### src/rtl/fabric_pkg.sv
package fabric_pkg;

  // Local bus indices inside a cell and repeater pair indices
  localparam int VERTICAL_LOCAL_BUS_ONE = 0;
  localparam int HORIZONTAL_LOCAL_BUS_ONE = 1;
  localparam int VERTICAL_LOCAL_BUS_TWO = 2;
  localparam int HORIZONTAL_LOCAL_BUS_TWO = 3;
  localparam int NUM_LOCAL_BUS = 4;
  localparam int NUM_NEIGHBOUR = 4;

  // Repeater segment indices, per bus pair
  localparam int SEG_LOCAL_LEFT = 0;
  localparam int SEG_LOCAL_RIGHT = 1;
  localparam int SEG_EXPRESS_LEFT = 2;
  localparam int SEG_EXPRESS_RIGHT = 3;
  localparam int SEG_PER_PAIR = 4;
  localparam int SECTOR_CELLS = 8;

  // Repeater function codes: 0 isolates, 1..20 are links, 21 in all
  localparam logic [4:0] RPT_FN_ISOLATE = 5'h00;
  localparam logic [4:0] RPT_FN_COUNT = 5'h15;
  localparam logic [4:0] RPT_FN_PER_SRC = 5'h05;

  // APB register byte offsets
  localparam int ADDR_W = 12;
  localparam logic [11:0] CELL_CFG_OFF = 12'h000;
  localparam logic [11:0] COL_CFG_OFF = 12'h004;
  localparam logic [11:0] RPT_CFG_OFF = 12'h008;
  localparam logic [11:0] STATUS_OFF = 12'h00C;

  // Neighbour selector: 0..3 = N,S,E,W, 4 and above = constant one
  localparam logic [2:0] NSEL_ONE = 3'h4;
  // Local-bus selector: 0 = constant one, 1 = first bus, 2 = second bus
  localparam logic [1:0] LSEL_ONE = 2'h0;
  localparam logic [1:0] LSEL_FIRST = 2'h1;
  localparam logic [1:0] LSEL_SECOND = 2'h2;

  typedef enum logic [1:0] {
    FUNC_DIRECT = 2'b00,
    FUNC_SWAP = 2'b01,
    FUNC_XOR_NAND = 2'b10,
    FUNC_REG_AND = 2'b11
  } func_state_t;

  typedef enum logic [1:0] {
    SRC_GLOBAL = 2'b00,
    SRC_EXPRESS = 2'b01,
    SRC_CELL_A = 2'b10,
    SRC_CONST_ONE = 2'b11
  } col_src_t;

  typedef struct packed {
    logic drv_dyn;
    logic drv_gate;
    logic [3:0] pass_gate;
    func_state_t func;
    logic [1:0] r_sel;
    logic [1:0] l_sel;
    logic [2:0] b_sel;
    logic [2:0] a_sel;
  } cell_cfg_t;

  typedef struct packed {
    col_src_t rst_src;
    col_src_t clk_src;
  } col_cfg_t;

  typedef struct packed {
    logic bidir;
    logic [4:0] fn;
  } rpt_cfg_t;

  typedef struct packed {
    logic [15:0] seg_oe;
    logic [3:0] bus_oe;
    logic ff_q;
    logic b_out;
    logic a_out;
  } status_t;

  localparam cell_cfg_t CELL_CFG_RST = '0;
  localparam col_cfg_t COL_CFG_RST = '{rst_src: SRC_CONST_ONE, clk_src: SRC_CONST_ONE};
  localparam logic [23:0] RPT_CFG_RST = 24'h000000;
  // Bidirectional bit exists only on the second bus pairs
  localparam logic [23:0] RPT_WMASK = 24'hFFF7DF;
  localparam logic Q_RST = 1'b0;

endpackage

### src/rtl/fabric_tile.sv
// Operation
// - Cell turns a signal between vertical and horizontal bus one, and bus two.
// - Express buses never touch cells; two express buses per column and row.
// - Repeaters every eight cells cut buses into eight-cell segments, 8x8 sectors.
// - Each repeater serves one local/express pair; one of 21 functions.
// - Repeater functions symmetric under side swap and bus type swap.
// - Repeater isolates, joins local, joins express, transfers; links one-way.
// - Second-pair repeaters add a bidirectional local-to-local link.
// - Reading a bus needs its pass gate on and the selector on it.
// - Writing needs bus and driver pass gates; drive always or under B.
// - A turn enables both pass gates of the bus pair.
// - North, south, east and west sides behave identically.
// - One A and B input per neighbour; single A and B outputs to all.
// - Four-way A and B selectors, each may pick one, feed the AND gates.
// - Two output selectors share one select: function state 0 to 3.
// - State 0: left AND to A, right AND to B.
// - State 1: left AND to B, right AND to A.
// - State 2: A is XOR of AND results, B their NAND.
// - State 3: XOR loads flip-flop driving A; B is AND of results.
// - Configuration gives 44 logical behaviours over 72 physical settings.
// - One cell forms (A and bus one) xor B via left local bus read.
// - Flip-flop clock from global, express, head cell A, or constant one.
// - Column reset from global, express, foot cell A, or constant one; cell flip-flop cleared at power-up, clock edge detector set to one.
module fabric_tile (
  input logic pclk,
  input logic presetn,
  input logic [11:0] paddr,
  input logic psel,
  input logic penable,
  input logic pwrite,
  input logic [31:0] pwdata,
  output logic pready,
  output logic [31:0] prdata,
  output logic pslverr,
  input logic [3:0] a_in,
  input logic [3:0] b_in,
  output logic a_out,
  output logic b_out,
  input logic [3:0] cell_bus_in,
  input logic [3:0] cell_bus_busy,
  output logic [3:0] cell_bus_out,
  output logic [3:0] cell_bus_oe,
  input logic [15:0] seg_in,
  input logic [15:0] seg_busy,
  output logic [15:0] seg_out,
  output logic [15:0] seg_oe,
  input logic global_clk_pin,
  input logic global_rst_n_pin,
  input logic clk_express,
  input logic rst_express,
  input logic head_a,
  input logic foot_a
);

  fabric_pkg::cell_cfg_t cell_cfg_reg;
  fabric_pkg::cell_cfg_t cell_cfg_next;
  fabric_pkg::col_cfg_t col_cfg_reg;
  fabric_pkg::col_cfg_t col_cfg_next;
  fabric_pkg::rpt_cfg_t [3:0] rpt_cfg_reg;
  fabric_pkg::rpt_cfg_t [3:0] rpt_cfg_next;
  fabric_pkg::status_t status;
  logic [31:0] prdata_reg;
  logic [31:0] prdata_next;
  logic [5:0] ext_sync1_reg;
  logic [5:0] ext_sync2_reg;
  logic clk_prev_reg;
  logic q_reg;
  logic q_next;

  // APB slave, zero wait states
  wire setup_ph = psel & ~penable;
  wire access_ph = psel & penable;
  wire hit_cell = (paddr == fabric_pkg::CELL_CFG_OFF);
  wire hit_col = (paddr == fabric_pkg::COL_CFG_OFF);
  wire hit_rpt = (paddr == fabric_pkg::RPT_CFG_OFF);
  wire hit_stat = (paddr == fabric_pkg::STATUS_OFF);
  wire mapped = hit_cell | hit_col | hit_rpt | hit_stat;
  wire wr_en = access_ph & pwrite;

  assign pready = 1'b1;
  assign pslverr = access_ph & ~mapped;
  assign prdata = prdata_reg;

  // Configuration only moves on a software write
  assign cell_cfg_next = (wr_en & hit_cell) ?
    fabric_pkg::cell_cfg_t'(pwdata[$bits(fabric_pkg::cell_cfg_t)-1:0]) : cell_cfg_reg;
  assign col_cfg_next = (wr_en & hit_col) ?
    fabric_pkg::col_cfg_t'(pwdata[$bits(fabric_pkg::col_cfg_t)-1:0]) : col_cfg_reg;
  assign rpt_cfg_next = (wr_en & hit_rpt) ?
    (pwdata[23:0] & fabric_pkg::RPT_WMASK) : rpt_cfg_reg;

  assign prdata_next = ~setup_ph ? prdata_reg :
    hit_cell ? 32'(cell_cfg_reg) :
    hit_col ? 32'(col_cfg_reg) :
    hit_rpt ? 32'(rpt_cfg_reg) :
    hit_stat ? 32'(status) : 32'h00000000;

  always_ff @(posedge pclk or negedge presetn)
  begin
    if (!presetn)
    begin
      cell_cfg_reg <= fabric_pkg::CELL_CFG_RST;
      col_cfg_reg <= fabric_pkg::COL_CFG_RST;
      rpt_cfg_reg <= fabric_pkg::RPT_CFG_RST;
      prdata_reg <= 32'h00000000;
    end
    else
    begin
      cell_cfg_reg <= cell_cfg_next;
      col_cfg_reg <= col_cfg_next;
      rpt_cfg_reg <= rpt_cfg_next;
      prdata_reg <= prdata_next;
    end
  end

  // Input selectors; every side is treated alike
  wire a_mux = (cell_cfg_reg.a_sel >= fabric_pkg::NSEL_ONE) ? 1'b1 :
    a_in[cell_cfg_reg.a_sel[1:0]];
  wire b_mux = (cell_cfg_reg.b_sel >= fabric_pkg::NSEL_ONE) ? 1'b1 :
    b_in[cell_cfg_reg.b_sel[1:0]];

  // Bus read through pass gate; an open gate reads as one
  logic [3:0] bus_rd_val;
  logic [3:0] bus_read;
  assign bus_rd_val = cell_bus_in | ~cell_cfg_reg.pass_gate;
  assign bus_read[fabric_pkg::VERTICAL_LOCAL_BUS_ONE] =
    (cell_cfg_reg.l_sel == fabric_pkg::LSEL_FIRST);
  assign bus_read[fabric_pkg::HORIZONTAL_LOCAL_BUS_ONE] =
    (cell_cfg_reg.l_sel == fabric_pkg::LSEL_SECOND);
  assign bus_read[fabric_pkg::VERTICAL_LOCAL_BUS_TWO] =
    (cell_cfg_reg.r_sel == fabric_pkg::LSEL_FIRST);
  assign bus_read[fabric_pkg::HORIZONTAL_LOCAL_BUS_TWO] =
    (cell_cfg_reg.r_sel == fabric_pkg::LSEL_SECOND);

  wire l_val = bus_read[fabric_pkg::VERTICAL_LOCAL_BUS_ONE] ?
    bus_rd_val[fabric_pkg::VERTICAL_LOCAL_BUS_ONE] :
    bus_read[fabric_pkg::HORIZONTAL_LOCAL_BUS_ONE] ?
    bus_rd_val[fabric_pkg::HORIZONTAL_LOCAL_BUS_ONE] : 1'b1;
  wire r_val = bus_read[fabric_pkg::VERTICAL_LOCAL_BUS_TWO] ?
    bus_rd_val[fabric_pkg::VERTICAL_LOCAL_BUS_TWO] :
    bus_read[fabric_pkg::HORIZONTAL_LOCAL_BUS_TWO] ?
    bus_rd_val[fabric_pkg::HORIZONTAL_LOCAL_BUS_TWO] : 1'b1;

  // Upstream AND gates and downstream logic
  wire and_left = a_mux & l_val;
  wire and_right = b_mux & r_val;
  wire xor_val = and_left ^ and_right;
  wire and_val = and_left & and_right;

  // Output selectors driven in tandem by one function state
  assign a_out =
    (cell_cfg_reg.func == fabric_pkg::FUNC_DIRECT) ? and_left :
    (cell_cfg_reg.func == fabric_pkg::FUNC_SWAP) ? and_right :
    (cell_cfg_reg.func == fabric_pkg::FUNC_XOR_NAND) ? xor_val :
    q_reg;
  assign b_out =
    (cell_cfg_reg.func == fabric_pkg::FUNC_DIRECT) ? and_right :
    (cell_cfg_reg.func == fabric_pkg::FUNC_SWAP) ? and_left :
    (cell_cfg_reg.func == fabric_pkg::FUNC_XOR_NAND) ? ~and_val :
    and_val;

  // Driver control: always driving, or only while B selector is high
  wire drv_on = cell_cfg_reg.drv_dyn ? b_mux : 1'b1;

  // Per-bus pass gates: read, write, or corner turn to the partner bus
  genvar gb;
  generate
    for (gb = 0; gb < fabric_pkg::NUM_LOCAL_BUS; gb = gb + 1)
    begin : g_bus
      localparam int PARTNER = gb ^ 1;
      wire turn_on = cell_cfg_reg.pass_gate[gb] & cell_cfg_reg.pass_gate[PARTNER] &
        ~bus_read[gb] & ~bus_read[PARTNER] & ~cell_cfg_reg.drv_gate;
      wire turn_drv = turn_on & cell_bus_busy[PARTNER] & ~cell_bus_busy[gb];
      wire write_on = cell_cfg_reg.pass_gate[gb] & cell_cfg_reg.drv_gate &
        ~bus_read[gb];
      assign cell_bus_oe[gb] = turn_drv | (write_on & drv_on);
      assign cell_bus_out[gb] = turn_drv ? cell_bus_in[PARTNER] : a_out;
    end
  endgenerate

  // Repeaters, one per bus pair at the sector edge; express segments only meet them
  genvar gp;
  genvar gd;
  generate
    for (gp = 0; gp < fabric_pkg::NUM_LOCAL_BUS; gp = gp + 1)
    begin : g_rpt
      wire [4:0] fn = rpt_cfg_reg[gp].fn;
      wire fn_ok = (fn != fabric_pkg::RPT_FN_ISOLATE) &
        (fn < fabric_pkg::RPT_FN_COUNT);
      wire [4:0] fm1 = fn - 5'h01;
      wire [4:0] step = fabric_pkg::RPT_FN_PER_SRC;
      // Source segment and link option, each source owning five codes
      wire [1:0] src = (fm1 < step) ? 2'h0 :
        (fm1 < 5'(step + step)) ? 2'h1 :
        (fm1 < 5'(step + step + step)) ? 2'h2 : 2'h3;
      wire [4:0] base = (fm1 < step) ? 5'h00 :
        (fm1 < 5'(step + step)) ? step :
        (fm1 < 5'(step + step + step)) ? 5'(step + step) : 5'(step + step + step);
      wire [4:0] opt = fm1 - base;
      wire [3:0] pin = seg_in[gp*4 +: 4];
      wire [3:0] pbusy = seg_busy[gp*4 +: 4];
      wire bidir_on = rpt_cfg_reg[gp].bidir;
      for (gd = 0; gd < fabric_pkg::SEG_PER_PAIR; gd = gd + 1)
      begin : g_dst
        // Relation by index xor keeps both swaps symmetric
        wire [1:0] rel = 2'(gd) ^ src;
        wire link = fn_ok & (
          ((rel == 2'h1) & ((opt == 5'h00) | (opt == 5'h03) | (opt == 5'h04))) |
          ((rel == 2'h2) & ((opt == 5'h01) | (opt == 5'h04))) |
          ((rel == 2'h3) & ((opt == 5'h02) | (opt == 5'h03))));
        wire bi_drv;
        if (gd < fabric_pkg::SEG_EXPRESS_LEFT && gp >= fabric_pkg::VERTICAL_LOCAL_BUS_TWO)
        begin : g_bi
          assign bi_drv = bidir_on & ~link & pbusy[gd ^ 1] & ~pbusy[gd];
        end
        else
        begin : g_nobi
          assign bi_drv = 1'b0;
        end
        assign seg_oe[gp*4 + gd] = link | bi_drv;
        assign seg_out[gp*4 + gd] = link ? pin[src] : pin[gd ^ 1];
      end
    end
  endgenerate

  // Column clock and reset sources pass a two-stage synchroniser
  wire [5:0] ext_raw = {foot_a, rst_express, global_rst_n_pin,
    head_a, clk_express, global_clk_pin};

  wire clk_lvl =
    (col_cfg_reg.clk_src == fabric_pkg::SRC_GLOBAL) ? ext_sync2_reg[0] :
    (col_cfg_reg.clk_src == fabric_pkg::SRC_EXPRESS) ? ext_sync2_reg[1] :
    (col_cfg_reg.clk_src == fabric_pkg::SRC_CELL_A) ? ext_sync2_reg[2] : 1'b1;
  wire rst_lvl =
    (col_cfg_reg.rst_src == fabric_pkg::SRC_GLOBAL) ? ext_sync2_reg[3] :
    (col_cfg_reg.rst_src == fabric_pkg::SRC_EXPRESS) ? ext_sync2_reg[4] :
    (col_cfg_reg.rst_src == fabric_pkg::SRC_CELL_A) ? ext_sync2_reg[5] : 1'b1;

  wire clk_edge = clk_lvl & ~clk_prev_reg;

  // Column reset wins over a capture edge
  assign q_next = ~rst_lvl ? fabric_pkg::Q_RST :
    clk_edge ? xor_val : q_reg;

  always_ff @(posedge pclk or negedge presetn)
  begin
    if (!presetn)
    begin
      ext_sync1_reg <= 6'h00;
      ext_sync2_reg <= 6'h00;
      clk_prev_reg <= 1'b1;
      q_reg <= fabric_pkg::Q_RST;
    end
    else
    begin
      ext_sync1_reg <= ext_raw;
      ext_sync2_reg <= ext_sync1_reg;
      clk_prev_reg <= clk_lvl;
      q_reg <= q_next;
    end
  end

  assign status.seg_oe = seg_oe;
  assign status.bus_oe = cell_bus_oe;
  assign status.ff_q = q_reg;
  assign status.b_out = b_out;
  assign status.a_out = a_out;

endmodule

### config.mk
export PLATFORM = sky130hd
export DESIGN_NAME = fabric_tile
export DESIGN_NICKNAME = d
export VERILOG_FILES = /design/src/rtl/fabric_pkg.sv /design/src/rtl/fabric_tile.sv
export SDC_FILE = /design/constraint.sdc
export NUM_CORES = 1
export LEC_CHECK = 0
export BUFFER_PORTS_ARGS = -buffer_cell sky130_fd_sc_hd__buf_2
export CAP_MARGIN = 30
export CORE_MARGIN = 1.5
export CORE_UTILIZATION = 54
export DETAILED_ROUTE_END_ITERATION = 12
export PLACE_DENSITY = 0.82
export SYNTH_ARGS = -nofsm -noshare
export SYNTH_HDL_FRONTEND = slang
export SYNTH_SLANG_ARGS = --single-unit
### constraint.sdc
create_clock -name pclk -period 6.5 [get_ports pclk]
set_input_delay 0.975 -clock pclk [delete_from_list [all_inputs] [get_ports pclk]]
set_output_delay 0.975 -clock pclk [all_outputs]
set_load 0.01 [all_outputs]
==> run metrics <==
result of the run finished clean; final setup violation count 0; Chip Width 115 um; Sink Count 82; cells after synthesis 750; Power Dens Cells 147 nW/um^2; max_cap viols 0; crit path time final 6070 ps; Detailed Route Iter0 Violations 579; core box area 12100 um^2; Worst Path Arrival 5100 ps; first-pass GRT wire length 28.3 mm; dpl hpwl 13.7 mm; WL/cell 17.3 um; Initial Util 0.558; total track usage 0.271; crit start category register; Tot Pwr 1.14 mW; Pre-Repair DR Iteration Count 5; WL final 17.8 mm; routability cong. 0.877; post-CTS setup buffers 0; H-tree level count 3; io pins 179; most frequent cell after synthesis dfrtp_1; Mapped Area 6760 um^2; Final Hold Fails 0; via count 6253; Yosys warning count 0; Clock Skew 7.06 ps; synth top area cells dfrtp_1 29%, mux2_2 10%, ha_1 3.7%, a21oi_1 3.4%, o21ai_0 2.9%; Die H 115 um; Final Max Slew Viols 0; Worst setup EP type output port; synthesized flop and latch total 82; NumNets Final 986; vias in the first global route 5731; CTS root buf clkbuf_16; dpl cells 1015; GRT Residual Overflow 0; Leak 3.49 nW; DP Worst Slack 871 ps; Non-Filler Instances 1031; cts repair resizes 0; largest net degree at the start of global routing 59; dominant cell type by area after synthesis dfrtp_1; Clock Latency Late Sink 340 ps; n_diodes 0; Required @ worst endpoint 5520 ps; worst slew pin tran 876 ps; vias per cell 6.06; Post-CTS Hold Fix Bufs 0; period utilization 0.935; max FFs per register 24; hold depth 0; drt drc 0; most used flip-flop cell after synthesis dfrtp_1; IO Port Bufs 149; CTS tree yes; CTS clk-pin slew, worst paths 60 ps; antenna viol nets, final 0; Seq/Total Area, Yosys 0.305; Final WS setup 425 ps; post-synth top area share 0.285; FP Rows 40; Setup TNS 0 ps; CTS Buf Count 9; clock buffer depth 2; RSZ-0062 raised after global routing no; FFs w/ async S/R, synth 1.00; HP Class register to register; most common library cells after synthesis 77 x dfrtp_1, 62 x mux2_2, 46 x a21oi_1, 46 x nor2_1, 43 x nand2_1; initial antenna violation count 0; cells on worst reg2reg path 17; relative slew slack 0.416; RR Startpoint g_rpt[2].fn[0]$_DFFE_PN0P_; startpoint of the worst hold path ext_sync1_reg[2]$_DFF_PN0_; Peak Freq 165 MHz; Yosys cell types 83; Post-synth EDFFs 0; VDD IR-drop max 0.000171 V; Worst Hold Path EP ext_sync2_reg[2]$_DFF_PN0_; kind of critical path register to output port; share of layout cells above drive strength 1 0.309; Mean Syn Cell Area 9.01 um^2; Reg2Reg Setup Slack 1900 ps; worst reg2reg endpoint prdata[18]$_DFFE_PN0P_; area grow syn2layout 14.8%; Worst Path Max Fanout 9; total die area 13200 um^2
worst max path at each step:
| stage | start | end | slack, ps | cells past startpoint |
|---|---|---|---|---|
| finish | g_rpt[2].fn[0]$_DFFE_PN0P_ | seg_out[10] | 430 | 16 |
| global route | g_rpt[2].fn[0]$_DFFE_PN0P_ | seg_out[10] | 80 | 16 |
| CTS | g_rpt[2].fn[0]$_DFFE_PN0P_ | seg_out[10] | 480 | 16 |
| detailed placement | g_rpt[2].fn[0]$_DFFE_PN0P_ | seg_out[10] | 870 | 16 |
| global placement | g_rpt[2].fn[0]$_DFFE_PN0P_ | seg_out[10] | 980 | 16 |
| floorplan | g_rpt[2].fn[0]$_DFFE_PN0P_ | seg_out[10] | 1530 | 16 |
layer usage:
metal / track usage / wire length [um]
met1: 0.347 / 7310
met2: 0.457 / 8760
met3: 0.0548 / 1270
met4: 0.0979 / 491
met5: 0 / 0
per-stage QoR:
stage / hold slack (ps) / utilization / area, um^2
floorplan: 331 / - / 6780
global placement: 333 / 0.613 / 7430
detailed placement: 335 / 0.616 / 7460
CTS: 349 / 0.639 / 7740
global route: 362 / 0.640 / 7760
finish: 347 / 0.640 / 7760
final cells by class:
class                           count  area [um^2]
Clock inverter                      4         33.8
Sequential cell                    82         2060
Inverter                           40          150
Multi-Input combinational cell    571         4230
Fill cell                        1060         4350
Clock buffer                       11          253
Timing Repair Buffer              155          821
Tap cell                          168          210
power by group:
group	total [mW]	internal [mW]	leakage [nW]	switching, mW
clock	0.488	0.281	0.139	0.207
sequential	0.531	0.524	1.08	0.00663
combinational	0.124	0.0550	2.28	0.0686
critical path: stages, from the launching register on:
cell       delay, ps
dfrtp_1          510
inv_1            120
ha_1             310
xor2_1           250
a222oi_1         450
nand2_1          190
a31oi_1          290
inv_1             70
ha_1             180
inv_1             60
fa_1             460
nor3b_1          330
a21oi_1          200
mux2_2           330
a2111oi_4        480
mux2_2           380
buf_2            140
placed cells by master (no fill, tap or decap), drive strengths merged, types with 18 or more instances in the layout:
cell	n
a21oi	46
buf	155
dfrtp	77
ha	20
inv	43
mux2	65
nand2	44
nand3	18
nor2	47
nor3	22
o21ai	42
xnor2	21
kinds of logic after synthesis:
logic type	count (synthesis)	synth area share
and+or+nand+nor	230	0.187
AOI/OAI and AO/OA	200	0.211
buffers and inverters	104	0.0728
DFF	82	0.305
muxes	76	0.133
xor gates and xnor gates	32	0.0415
adders and majority gates	24	0.0489
other	2	0.00111
Note: power is estimated with default switching activity, not from simulation.
